## src/uvp_pkg.sv

```systemverilog
// Package with register map, field positions and packet constants
package uvp_pkg;

	// Register byte addresses
	localparam logic [11:0] ADDR_UVID = 12'h0328;
	localparam logic [11:0] ADDR_MAC0 = 12'h0330;
	localparam logic [11:0] ADDR_MAC1 = 12'h0334;
	localparam logic [11:0] ADDR_STAT = 12'h0338;

	// Unknown VLAN forward control fields
	localparam int          UVID_EN_BIT  = 31;
	localparam int          UVID_PORT_HI = 6;
	localparam logic        UVID_EN_RST  = 1'b0;
	localparam logic [6:0]  UVID_PORT_RST = 7'h00;

	// MAC policy control 0 fields
	localparam int          MAC0_ALT_BIT  = 7;
	localparam int          MAC0_LEN_BIT  = 3;
	localparam int          MAC0_FC_BIT   = 1;
	localparam int          MAC0_AGGR_BIT = 0;
	localparam logic [7:0]  MAC0_RST      = 8'h04;

	// Excessive collision control field
	localparam int          MAC1_NODROP_BIT = 0;
	localparam logic        MAC1_NODROP_RST = 1'b0;

	// Counter layout of the status word
	localparam int          STAT_FC_LO  = 0;
	localparam int          STAT_LEN_LO = 8;
	localparam int          STAT_VID_LO = 16;

	// Packet constants
	localparam int           NUM_PORTS   = 7;
	localparam logic [15:0]  PAUSE_ETYPE = 16'h8808;
	localparam logic [47:0]  PAUSE_DA    = 48'h0180_C200_0001;
	localparam logic [15:0]  LEN_LIMIT   = 16'h05DC;

	// Packet category after precedence
	typedef enum logic [1:0] {
		CAT_NONE,
		CAT_VID,
		CAT_UCAST,
		CAT_MCAST
	} uvp_cat_t;

endpackage : uvp_pkg

```

## src/uvp_pol_if.sv

```systemverilog
// Interface between register side and decision engine
`timescale 1ns/1ps
interface uvp_pol_if;
	import uvp_pkg::*;

	// Policy state
	logic                 vid_en;
	logic [NUM_PORTS-1:0] vid_ports;
	logic                 len_chk;
	logic                 fc_mode;

	// Packet descriptor
	logic                 vid_unknown;
	logic                 uc_unknown;
	logic                 mc_unknown;
	logic [15:0]          etype;
	logic [47:0]          da;
	logic [15:0]          len;

	// Decision
	uvp_cat_t             cat;
	logic                 drop;
	logic                 drop_fc;
	logic                 drop_len;
	logic [NUM_PORTS-1:0] ports;

	modport eng (
		input  vid_en, vid_ports, len_chk, fc_mode,
		input  vid_unknown, uc_unknown, mc_unknown, etype, da, len,
		output cat, drop, drop_fc, drop_len, ports
	);

	modport top (
		output vid_en, vid_ports, len_chk, fc_mode,
		output vid_unknown, uc_unknown, mc_unknown, etype, da, len,
		input  cat, drop, drop_fc, drop_len, ports
	);

endinterface : uvp_pol_if

```

## src/uvp_decide.sv

```systemverilog
// Combinational per-packet policy decision
`timescale 1ns/1ps
module uvp_decide
	import uvp_pkg::*;
(
	// Policy and packet
	uvp_pol_if.eng pol
);

	logic fc_type;
	logic fc_da;
	logic fc_hit;
	logic len_hit;
	logic vid_block;

	// Pause frame match
	assign fc_type = (pol.etype == PAUSE_ETYPE);
	assign fc_da   = (pol.da == PAUSE_DA);
	assign fc_hit  = pol.fc_mode ? (fc_type | fc_da)
	                             : (fc_type & fc_da);

	// Length field check
	assign len_hit = pol.len_chk && (pol.etype < LEN_LIMIT)
	                 && (pol.len != pol.etype);

	// Category precedence
	always_comb begin
		if (pol.vid_unknown) begin
			pol.cat = CAT_VID;
		end else if (pol.uc_unknown) begin
			pol.cat = CAT_UCAST;
		end else if (pol.mc_unknown) begin
			pol.cat = CAT_MCAST;
		end else begin
			pol.cat = CAT_NONE;
		end
	end

	assign vid_block    = (pol.cat == CAT_VID) && !pol.vid_en;
	assign pol.drop_fc  = fc_hit;
	assign pol.drop_len = len_hit;
	assign pol.drop     = fc_hit | len_hit | vid_block;

	// Port mask forwarding
	assign pol.ports = ((pol.cat == CAT_VID) && pol.vid_en && !pol.drop)
	                   ? pol.vid_ports
	                   : {NUM_PORTS{1'b0}};

endmodule : uvp_decide

```

## src/uvp_policy_top.sv

```systemverilog
// Unknown VLAN forwarding and MAC policy register bank
`timescale 1ns/1ps
// Overview of operation
// - Enabled unknown-VLAN forwarding sends packets only to masked ports.
// - Forwarding off at reset; unknown-VLAN packets are not mask-forwarded.
// - Mask bits 6:0 map bit 0 to port 1, bit 1 to port 2.
// - All-ones mask reaches every port, all-zeros mask reaches none.
// - Unknown VLAN precedes unknown unicast, then unknown multicast.
// - Alternate back-off bit 7 applies only to half-duplex ports.
// - No-drop setting keeps packets after 16 collisions, else they drop.
// - Length check bit 3 drops length mismatch when field is below 1500.
// - Drop mode bit 1 set drops pause ethertype or pause address.
// - Drop mode bit clear drops only pause ethertype with pause address.
// - Aggressive back-off bit 0 enables it for half-duplex back pressure.
module uvp_policy_top
	import uvp_pkg::*;
(
	// Clock and reset
	input  wire logic                 clk_i,
	input  wire logic                 rst_i,
	// Wishbone slave
	input  wire logic                 wb_cyc_i,
	input  wire logic                 wb_stb_i,
	input  wire logic                 wb_we_i,
	input  wire logic [11:0]          wb_adr_i,
	input  wire logic [3:0]           wb_sel_i,
	input  wire logic [31:0]          wb_dat_i,
	output      logic [31:0]          wb_dat_o,
	output      logic                 wb_ack_o,
	// Packet descriptor
	input  wire logic                 pkt_valid_i,
	input  wire logic                 pkt_vid_unknown_i,
	input  wire logic                 pkt_uc_unknown_i,
	input  wire logic                 pkt_mc_unknown_i,
	input  wire logic [15:0]          pkt_etype_i,
	input  wire logic [47:0]          pkt_da_i,
	input  wire logic [15:0]          pkt_len_i,
	// Decision
	output      logic                 dec_valid_o,
	output      logic [1:0]           dec_cat_o,
	output      logic                 dec_drop_o,
	output      logic                 dec_drop_fc_o,
	output      logic                 dec_drop_len_o,
	output      logic [NUM_PORTS-1:0] dec_ports_o,
	// Per-port MAC controls
	input  wire logic [NUM_PORTS-1:0] port_half_dup_i,
	input  wire logic [NUM_PORTS-1:0] port_col16_i,
	output      logic [NUM_PORTS-1:0] port_alt_backoff_o,
	output      logic [NUM_PORTS-1:0] port_aggr_backoff_o,
	output      logic [NUM_PORTS-1:0] port_col_drop_o,
	output      logic [NUM_PORTS-1:0] port_col_keep_o
);

	// Register state
	logic                 vid_en;
	logic [NUM_PORTS-1:0] vid_ports;
	logic [7:0]           mac0;
	logic                 no_col_drop;
	logic [7:0]           fc_cnt;
	logic [7:0]           len_cnt;
	logic [7:0]           vid_cnt;

	// Bus decode
	logic                 bus_req;
	logic                 wr_stb;
	logic                 hit_uvid;
	logic                 hit_mac0;
	logic                 hit_mac1;
	logic                 hit_stat;
	logic [31:0]          next_rdata;

	uvp_pol_if pol ();

	// Policy and packet onto the engine
	assign pol.vid_en      = vid_en;
	assign pol.vid_ports   = vid_ports;
	assign pol.len_chk     = mac0[MAC0_LEN_BIT];
	assign pol.fc_mode     = mac0[MAC0_FC_BIT];
	assign pol.vid_unknown = pkt_vid_unknown_i;
	assign pol.uc_unknown  = pkt_uc_unknown_i;
	assign pol.mc_unknown  = pkt_mc_unknown_i;
	assign pol.etype       = pkt_etype_i;
	assign pol.da          = pkt_da_i;
	assign pol.len         = pkt_len_i;

	uvp_decide u_decide (
		.pol (pol)
	);

	// Address decode
	assign bus_req  = wb_cyc_i && wb_stb_i && !wb_ack_o;
	assign wr_stb   = bus_req && wb_we_i;
	assign hit_uvid = (wb_adr_i[11:2] == ADDR_UVID[11:2]);
	assign hit_mac0 = (wb_adr_i[11:2] == ADDR_MAC0[11:2]);
	assign hit_mac1 = (wb_adr_i[11:2] == ADDR_MAC1[11:2]);
	assign hit_stat = (wb_adr_i[11:2] == ADDR_STAT[11:2]);

	// Acknowledge one cycle after request
	always_ff @(posedge clk_i) begin
		if (rst_i) begin
			wb_ack_o <= 1'b0;
		end else begin
			wb_ack_o <= bus_req;
		end
	end

	// Unknown VLAN forward control
	always_ff @(posedge clk_i) begin
		if (rst_i) begin
			vid_en    <= UVID_EN_RST;
			vid_ports <= UVID_PORT_RST;
		end else if (wr_stb && hit_uvid) begin
			if (wb_sel_i[3]) begin
				vid_en <= wb_dat_i[UVID_EN_BIT];
			end
			if (wb_sel_i[0]) begin
				vid_ports <= wb_dat_i[UVID_PORT_HI:0];
			end
		end
	end

	// MAC policy control 0
	always_ff @(posedge clk_i) begin
		if (rst_i) begin
			mac0 <= MAC0_RST;
		end else if (wr_stb && hit_mac0 && wb_sel_i[0]) begin
			mac0 <= wb_dat_i[7:0];
		end
	end

	// Excessive collision control
	always_ff @(posedge clk_i) begin
		if (rst_i) begin
			no_col_drop <= MAC1_NODROP_RST;
		end else if (wr_stb && hit_mac1 && wb_sel_i[0]) begin
			no_col_drop <= wb_dat_i[MAC1_NODROP_BIT];
		end
	end

	// Read data
	always_comb begin
		next_rdata = 32'h0000_0000;
		if (hit_uvid) begin
			next_rdata = {vid_en, 24'h00_0000, vid_ports};
		end else if (hit_mac0) begin
			next_rdata = {24'h00_0000, mac0};
		end else if (hit_mac1) begin
			next_rdata = {31'h0000_0000, no_col_drop};
		end else if (hit_stat) begin
			next_rdata = {8'h00, vid_cnt, len_cnt, fc_cnt};
		end
	end

	always_ff @(posedge clk_i) begin
		if (rst_i) begin
			wb_dat_o <= 32'h0000_0000;
		end else if (bus_req && !wb_we_i) begin
			wb_dat_o <= next_rdata;
		end
	end

	// Decision register, sampled with policy of the arrival cycle
	always_ff @(posedge clk_i) begin
		if (rst_i) begin
			dec_valid_o    <= 1'b0;
			dec_cat_o      <= 2'h0;
			dec_drop_o     <= 1'b0;
			dec_drop_fc_o  <= 1'b0;
			dec_drop_len_o <= 1'b0;
			dec_ports_o    <= {NUM_PORTS{1'b0}};
		end else begin
			dec_valid_o <= pkt_valid_i;
			if (pkt_valid_i) begin
				dec_cat_o      <= pol.cat;
				dec_drop_o     <= pol.drop;
				dec_drop_fc_o  <= pol.drop_fc;
				dec_drop_len_o <= pol.drop_len;
				dec_ports_o    <= pol.ports;
			end
		end
	end

	// Drop and forward counters
	always_ff @(posedge clk_i) begin
		if (rst_i) begin
			fc_cnt  <= 8'h00;
			len_cnt <= 8'h00;
			vid_cnt <= 8'h00;
		end else if (pkt_valid_i) begin
			if (pol.drop_fc) begin
				fc_cnt <= fc_cnt + 8'h01;
			end
			if (pol.drop_len) begin
				len_cnt <= len_cnt + 8'h01;
			end
			if (pol.cat == CAT_VID && !pol.drop) begin
				vid_cnt <= vid_cnt + 8'h01;
			end
		end
	end

	// Per-port back-off and collision controls
	genvar p;
	generate
		for (p = 0; p < NUM_PORTS; p++) begin : g_port
			always_ff @(posedge clk_i) begin
				if (rst_i) begin
					port_alt_backoff_o[p]  <= 1'b0;
					port_aggr_backoff_o[p] <= 1'b0;
					port_col_drop_o[p]     <= 1'b0;
					port_col_keep_o[p]     <= 1'b0;
				end else begin
					port_alt_backoff_o[p] <= mac0[MAC0_ALT_BIT]
					                         && port_half_dup_i[p];
					port_aggr_backoff_o[p] <= mac0[MAC0_AGGR_BIT]
					                          && port_half_dup_i[p];
					port_col_drop_o[p] <= port_col16_i[p]
					                      && !no_col_drop;
					port_col_keep_o[p] <= port_col16_i[p]
					                      && no_col_drop;
				end
			end
		end
	endgenerate

	// Checks
	chk_vid_mask_fwd : assert property (
		@(posedge clk_i) disable iff (rst_i)
		(pkt_valid_i && pkt_vid_unknown_i && vid_en
		 && !pol.drop_fc && !pol.drop_len)
		|=> (dec_ports_o == $past(vid_ports)) && !dec_drop_o)
		else $error("unknown vlan packet not sent to mask");

	chk_vid_fwd_off : assert property (
		@(posedge clk_i) disable iff (rst_i)
		(pkt_valid_i && pkt_vid_unknown_i && !vid_en)
		|=> dec_drop_o && (dec_ports_o == {NUM_PORTS{1'b0}}))
		else $error("disabled unknown vlan packet forwarded");

	chk_mask_port_map : assert property (
		@(posedge clk_i) disable iff (rst_i)
		(wr_stb && hit_uvid && wb_sel_i[0])
		|=> vid_ports == $past(wb_dat_i[UVID_PORT_HI:0]))
		else $error("port mask bit order wrong");

	chk_mask_all_ones : assert property (
		@(posedge clk_i) disable iff (rst_i)
		(pkt_valid_i && pkt_vid_unknown_i && vid_en && !pol.drop
		 && (&vid_ports))
		|=> (&dec_ports_o))
		else $error("all ones mask missed a port");

	chk_cat_order : assert property (
		@(posedge clk_i) disable iff (rst_i)
		(pkt_valid_i && (pkt_vid_unknown_i || pkt_uc_unknown_i
		 || pkt_mc_unknown_i))
		|=> dec_cat_o == ($past(pkt_vid_unknown_i) ? 2'(CAT_VID)
		    : $past(pkt_uc_unknown_i) ? 2'(CAT_UCAST)
		    : 2'(CAT_MCAST)))
		else $error("unknown category precedence wrong");

	chk_alt_half_dup : assert property (
		@(posedge clk_i) disable iff (rst_i)
		##1 (port_alt_backoff_o ==
		     ($past(port_half_dup_i)
		      & {NUM_PORTS{$past(mac0[MAC0_ALT_BIT])}})))
		else $error("alternate back-off on full duplex port");

	chk_col_drop : assert property (
		@(posedge clk_i) disable iff (rst_i)
		(|port_col16_i)
		|=> (port_col_drop_o | port_col_keep_o) == $past(port_col16_i)
		    && ((|port_col_drop_o) != $past(no_col_drop)))
		else $error("excessive collision handling wrong");

	chk_len_discard : assert property (
		@(posedge clk_i) disable iff (rst_i)
		pkt_valid_i
		|=> dec_drop_len_o == ($past(mac0[MAC0_LEN_BIT])
		    && ($past(pkt_etype_i) < LEN_LIMIT)
		    && ($past(pkt_len_i) != $past(pkt_etype_i))))
		else $error("length field check wrong");

	chk_fc_either : assert property (
		@(posedge clk_i) disable iff (rst_i)
		(pkt_valid_i && mac0[MAC0_FC_BIT]
		 && ((pkt_etype_i == PAUSE_ETYPE) || (pkt_da_i == PAUSE_DA)))
		|=> dec_drop_fc_o && dec_drop_o)
		else $error("pause packet not dropped in either mode");

	chk_fc_both : assert property (
		@(posedge clk_i) disable iff (rst_i)
		(pkt_valid_i && !mac0[MAC0_FC_BIT])
		|=> dec_drop_fc_o == ($past(pkt_etype_i) == PAUSE_ETYPE
		                      && $past(pkt_da_i) == PAUSE_DA))
		else $error("pause drop in both mode wrong");

	chk_aggr_half_dup : assert property (
		@(posedge clk_i) disable iff (rst_i)
		(|port_half_dup_i)
		|=> port_aggr_backoff_o == ($past(port_half_dup_i)
		    & {NUM_PORTS{$past(mac0[MAC0_AGGR_BIT])}}))
		else $error("aggressive back-off not applied");

	chk_write_effect : assert property (
		@(posedge clk_i) disable iff (rst_i)
		(wr_stb && hit_mac0 && wb_sel_i[0])
		|=> (mac0 == $past(wb_dat_i[7:0])) && wb_ack_o)
		else $error("policy write not in place at ack");

	chk_mask_all_zero : assert property (
		@(posedge clk_i) disable iff (rst_i)
		(pkt_valid_i && pkt_vid_unknown_i && vid_en
		 && (vid_ports == {NUM_PORTS{1'b0}}))
		|=> (dec_ports_o == {NUM_PORTS{1'b0}}))
		else $error("all zeros mask reached a port");

	chk_known_vid_ports : assert property (
		@(posedge clk_i) disable iff (rst_i)
		(pkt_valid_i && !pkt_vid_unknown_i)
		|=> (dec_ports_o == {NUM_PORTS{1'b0}}))
		else $error("mask used for a known vlan packet");

	chk_reset_values : assert property (
		@(posedge clk_i)
		$fell(rst_i)
		|-> (vid_en == UVID_EN_RST) && (vid_ports == UVID_PORT_RST)
		    && (mac0 == MAC0_RST) && !wb_ack_o)
		else $error("register not at reset value");

	chk_len_count : assert property (
		@(posedge clk_i) disable iff (rst_i)
		(pkt_valid_i && pol.drop_len)
		|=> len_cnt == $past(len_cnt) + 8'h01)
		else $error("length drop count not advanced");

	chk_ack_pulse : assert property (
		@(posedge clk_i) disable iff (rst_i)
		wb_ack_o |=> !wb_ack_o)
		else $error("ack longer than one cycle");

endmodule : uvp_policy_top

```

## config.mk

```make
export PLATFORM = sky130hd
export DESIGN_NAME = uvp_policy_top
export DESIGN_NICKNAME = d
export VERILOG_FILES = /design/src/uvp_pkg.sv /design/src/uvp_pol_if.sv /design/src/uvp_decide.sv /design/src/uvp_policy_top.sv
export SDC_FILE = /design/constraint.sdc
export NUM_CORES = 1
export LEC_CHECK = 0
export BUFFER_PORTS_ARGS = -buffer_cell sky130_fd_sc_hd__buf_2
export CAP_MARGIN = 40
export CORE_ASPECT_RATIO = 0.75
export CORE_MARGIN = 1.5
export CORE_UTILIZATION = 49
export DETAILED_ROUTE_END_ITERATION = 16
export PLACE_DENSITY = 0.85
export RECOVER_POWER = 100
export SKIP_CTS_REPAIR_TIMING = 1
export SLEW_MARGIN = 20
export SYNTH_ARGS = -nofsm -noshare
export SYNTH_HDL_FRONTEND = slang
export SYNTH_HIERARCHICAL = 1
export SYNTH_SLANG_ARGS = --single-unit
```

## constraint.sdc

```tcl
create_clock -name clk_i -period 4 [get_ports clk_i]
set_input_delay 0.2 -clock clk_i [delete_from_list [all_inputs] [get_ports clk_i]]
set_output_delay 0.2 -clock clk_i [all_outputs]
set_load 0.03 [all_outputs]
```

Word-level counts from Yosys, hierarchy flattened

Index checks and enable logic that the tools add are counted.

Flip-flop bits (word level): 115
Word-level logic and storage cells: 121

Add/sub/neg operators: 3
Equal/unequal tests: 8
Reductions and logical operators: 53
Mux-type cells: 9
Magnitude comparators: 1
Bitwise gates (word level): 4

Operators with widths:

| kind                 | count |
|---|---|
| $mux 24              | 3 |
| $eq 48x41->1 const B | 1 |
| $logic_and 1x1->1    | 43 |
| $eq 10x8->1 const B  | 4 |
| $mux 32              | 1 |
| $add 8x1->8 const B  | 3 |
| $eq 16x16->1 const B | 1 |
| $lt 16x11->1 const B | 1 |
| $ne 16x16->1         | 1 |
| $reduce_and 2->1     | 5 |
| $mux 7               | 1 |
| $mux 2               | 3 |
| $logic_not 1->1      | 5 |
| $or 1x1->1           | 3 |
| $eq 2x1->1 const B   | 1 |
| $and 1x1->1          | 1 |
| $mux 1               | 1 |

Logic depth before layout (Yosys ltp)

Depth after elaboration: 9
Gate-level depth with buffers: 10
Mapped depth without buffers: 9

By module

Netlist, hierarchy kept.

By module, submodules not included:

| module         | area each (µm²) | instances | cells an instance | sequential area each (µm²) |
|---|---|---|---|---|
| uvp_policy_top | 3995.1          | 1         | 404               | 2162.1 |
| uvp_decide     | 529.3           | 1         | 73                | 0.0 |

Worst setup path before layout

OpenSTA, ideal clock, no wires.

Path type: input port to flip-flop
From: input port pkt_da_i[25]
To: register vid_cnt[7]
Stages: 10
Path buffers: 1
Path slack: 1.868 ns
Arrival time: 2.004 ns
Cells stage by stage: nor4b_2 -> nand4_1 -> nor3_2 -> maj3_4 -> a211o_1 -> nor4bb_1 -> clkbuf_1 -> nand4_1 -> xor2_1 -> nor2_1

Longest elaborated chain between the ends: 8

Ends and longest elaborated chain:

| what                                      | line                               | source |
|---|---|---|
| start: declaration                        | uvp_policy_top.sv:36               | `input wire logic [47:0] pkt_da_i,` |
| $eq 48x41->1 *                            | uvp_decide.sv:18                   | `assign fc_da = (pol.da == PAUSE_DA);` |
| $and 1x1->1 or $or 1x1->1 (tied branches) | uvp_decide.sv:20, uvp_decide.sv:19 |  |
| $mux 1 *                                  | uvp_decide.sv:19                   | `assign fc_hit = pol.fc_mode ? (fc_type \| fc_da)` |
| net pol.drop_fc                           | uvp_pol_if.sv:23                   | `logic drop_fc;` |
| $or 1x1->1 * (2 in series)                | uvp_decide.sv:42                   | `assign pol.drop = fc_hit \| len_hit \| vid_block;` |
| net pol.drop                              | uvp_pol_if.sv:22                   | `logic drop;` |
| $logic_not 1->1 *                         | uvp_policy_top.sv:196              | `if (pol.cat == CAT_VID && !pol.drop) begin` |
| $logic_and 1x1->1 *                       | uvp_policy_top.sv:196              |  |
| $reduce_and 2->1 (no source line) *       | --                                 |  |
| end signal: assignment                    | uvp_policy_top.sv:197              | `vid_cnt <= vid_cnt + 8'h01;` |
| end: declaration                          | uvp_policy_top.sv:61               | `logic [7:0] vid_cnt;` |

The timed path passes the listed nets; every way through them passes the cells marked *.
A chain may end at the register's enable or synchronous reset.

==> key figures <==
Global routing
  – GRT overflow: 0
  – Initial antenna violation count: 0
  – Total GRT Usage: 23.2%
  – Global-route wire length before repair: 18100 um
  – Largest net degree at the start of global routing: 46
  – Vias in the first global route: 3911

Synth
  – Top FF cell, synth: dfxtp_1
  – Syn avg cell area: 9.48 sq um
  – Yosys warning count: 6
  – Post-synth EDFFs: 0
  – Top cells by area, synth: dfxtp_1 (48%), mux2i_1 (5.8%), xnor2_1 (4.6%)
  – Unique masters post-synth: 48
  – Synth top area share: 47.8%
  – Synthesized netlist cell count: 477
  – Largest area contributor in the netlist: dfxtp_1
  – Synthesized cell area: 4520 sq um
  – #FFs+latches synth: 108
  – Register area share after synthesis: 47.8%
  – Synth async-reset ratio: 0%

STA
  – Unrepaired setup endpoints after global routing: false
  – Final period util: 68.9%
  – Final Hold Vio Count: 0
  – Final Skew: 0.0108 ns
  – Tmin final: 2.75 ns
  – Slew margin rel.: -28.1%
  – Worst-Margin Slew: 1.92 ns
  – Total negative slack: 0 ns
  – Setup Viol. Count Final: 0
  – Slew Viols, Final: 46
  – Maximum clock rate: 0.363 GHz

CTS
  – Worst-Skew Late Latency: 0.34 ns
  – Total CTS buffers: 9
  – H-tree levels: 3
  – Worst-path clk slew: 0.07 ns
  – CTS Root Cell: clkbuf_16
  – Count of clock tree sinks: 108
  – Clock Tree Buf Depth: 2
  – CTS tree: built

Outcome
  – Status: complete, but fails checks
  – Failing checks: capacitance limit, slew limit

Place
  – Port Buf Inserts: 190
  – GPL Wtd Cong: 0.969
  – Post-DP HPWL: 8860 um

Floorplan
  – Core area: 9010 sq um
  – IO Count: 225
  – Initial Util: 50.2%
  – Site Rows: 30
  – Die Footprint: 9820 sq um
  – Die outline width: 114 um
  – Die height: 86.2 um

Setup path
  – Worst Setup End Kind: flop
  – Crit-path max cell delay: 1.45 ns
  – Most frequent cell on the critical path: clkbuf_1
  – Critical Path AT: 2.98 ns
  – Worst path slowest cell: clkbuf_1
  – Worst setup SP type: primary input
  – Cells along the critical path: clkbuf_1 -> clkbuf_1 -> nor2b_1 -> and2_0
  – Critical Path RT: 4.23 ns
  – CP Class: in2reg
  – Crit-path max FO: 45

Layout
  – Final core utilization: 63.7%
  – Flip-flop and latch area: 2160 sq um
  – # fillers: 801
  – Layout area overhead: 26.9%
  – Antenna cells: 0
  – Area of the multi-input gates: 2200 sq um
  – Layout cells sized above 1: 22.1%
  – Final net count: 813

Routing
  – Vias per cell: 5.33
  – Routed WL: 11400 um
  – Post-DRT Antenna Nets: 0
  – Vias: 4137
  – Initial drt markers: 281
  – Routed len/inst: 14.7 um
  – First-pass DRT Iterations: 4
  – Post-route DRC: 0

Pwr
  – Pwr Density: 381 nW/um^2
  – Cell leakage power: 2.35 nW
  – Maximum VDD drop: 0.000229 V

Flow run
  – Max Cap Violations: 1

Hold path
  – Min-Delay Path Class: in2reg
[worst max-delay path, delay by kind of cell]
family,cells,cell delay (ns)
buf+inv,2,2.07
simple gates,2,0.70
[registers in the layout, summed over array words and instances (netlist names), 2 cells and up]
signal               flops
wb_dat_o                25
fc_cnt                   8
len_cnt                  8
mac0                     8
vid_cnt                  8
dec_ports_o              7
pol.vid_ports            7
port_aggr_backoff_o      7
port_alt_backoff_o       7
port_col_drop_o          7
port_col_keep_o          7
dec_cat_o                2
[routing by layer]
metal / routed length, um / track usage, % / vias up / share of wire [%]
met5: 0 / 0 / - / 0
met4: 82 / 4.32 / 0 / 0.72
met3: 799 / 5.17 / 7 / 7.0
met2: 5650 / 42.9 / 169 / 50
met1: 4880 / 27.9 / 1935 / 43
li1: - / - / 2026 / -
[cell usage after synthesis, types with 3 or more instances]
master	count
or3_1	5
buf_1	7
and2_1	28
nand4_1	14
nand3_1	17
nor4b_2	4
dfxtp_1	108
nand2b_1	5
nor4_1	12
buf_2	3
inv_1	11
nand2_1	27
xnor2_1	24
ha_1	3
nor2_1	51
clkbuf_1	12
o21ai_0	6
nor2b_1	6
and4b_1	4
nor4bb_1	4
a22o_1	17
xor2_1	9
mux2i_1	26
nor4b_1	5
nor3_1	11
o211ai_1	6
buf_4	7
a21oi_1	21
[layout by cell type (no fill, tap or decap), types with 6 or more instances in the layout]
master,instances
mux2i_1,26
inv_1,11
clkbuf_1,70
nor4_1,12
nand2_1,27
nor2b_1,6
and2_1,12
dfxtp_1,108
nand3_1,17
buf_2,122
nor3_1,12
o21ai_0,6
and2_0,17
clkbuf_16,9
nand4_1,14
o211ai_1,6
conb_1,7
xnor2_1,24
nor2_1,51
a22o_1,17
a21oi_1,21
xor2_1,9
[per-stage QoR]
| stage | setup slack (ns) | total power [W] | hold WS [ns] | instances | instance area, sq um |
|---|---|---|---|---|---|
| 2_1_floorplan | 1.87 | 0.00120 | 0.318 | 483 | 4550 |
| 3_3_place_gp | 1.59 | 0.00128 | 0.408 | 758 | 5510 |
| 3_5_place_dp | 1.52 | 0.00129 | 0.413 | 760 | 5540 |
| 4_1_cts | 1.81 | 0.00221 | 0.0575 | 776 | 5860 |
| 5_1_grt | 0.876 | 0.00227 | 0.0687 | 776 | 5740 |
| 6_report | 1.25 | 0.00219 | 0.0705 | 776 | 5740 |
[final timing paths]
check / startpoint / endpoint / slack (ns) / cells after the start
setup / recovery: rst_i / port_aggr_backoff_o[1] / 1.25 / 4
hold / removal: port_col16_i[1] / port_col_keep_o[1] / 0.07 / 2
setup reg to reg: mac0[3] / len_cnt[7] / 1.34 / 6
hold reg to reg: wb_dat_o[4] / wb_dat_o[4] / 0.44 / 2
[report_power, final]
group          switching (W)  internal [W]  total (W)
sequential        0.00000320       0.00108    0.00108
clock               0.000406      0.000517   0.000924
combinational       0.000101     0.0000781   0.000179
[logic make-up (layout without fill, tap and decap cells)]
kind of cell,Yosys count,in the layout,synth area share (%)
simple gates,206,206,25.9
flops,108,108,47.8
compound gates,58,58,8.71
buf+inv,40,221,3.98
xor+xnor,33,33,6.39
mux,27,27,6.00
fa+ha+maj,4,4,1.13
other cells,1,7,0.0829
[cell type report]
cell class                 instances  share of cell area [%]
clock buffer                      10                    4.16
tap                              112                    2.44
sequential                       108                    37.6
clock inverter                     6                    1.37
inverter                          11                   0.719
multi-input combinational        335                    38.3
timing repair buffer             194                    15.4
Power figures use the tool's default switching activity.
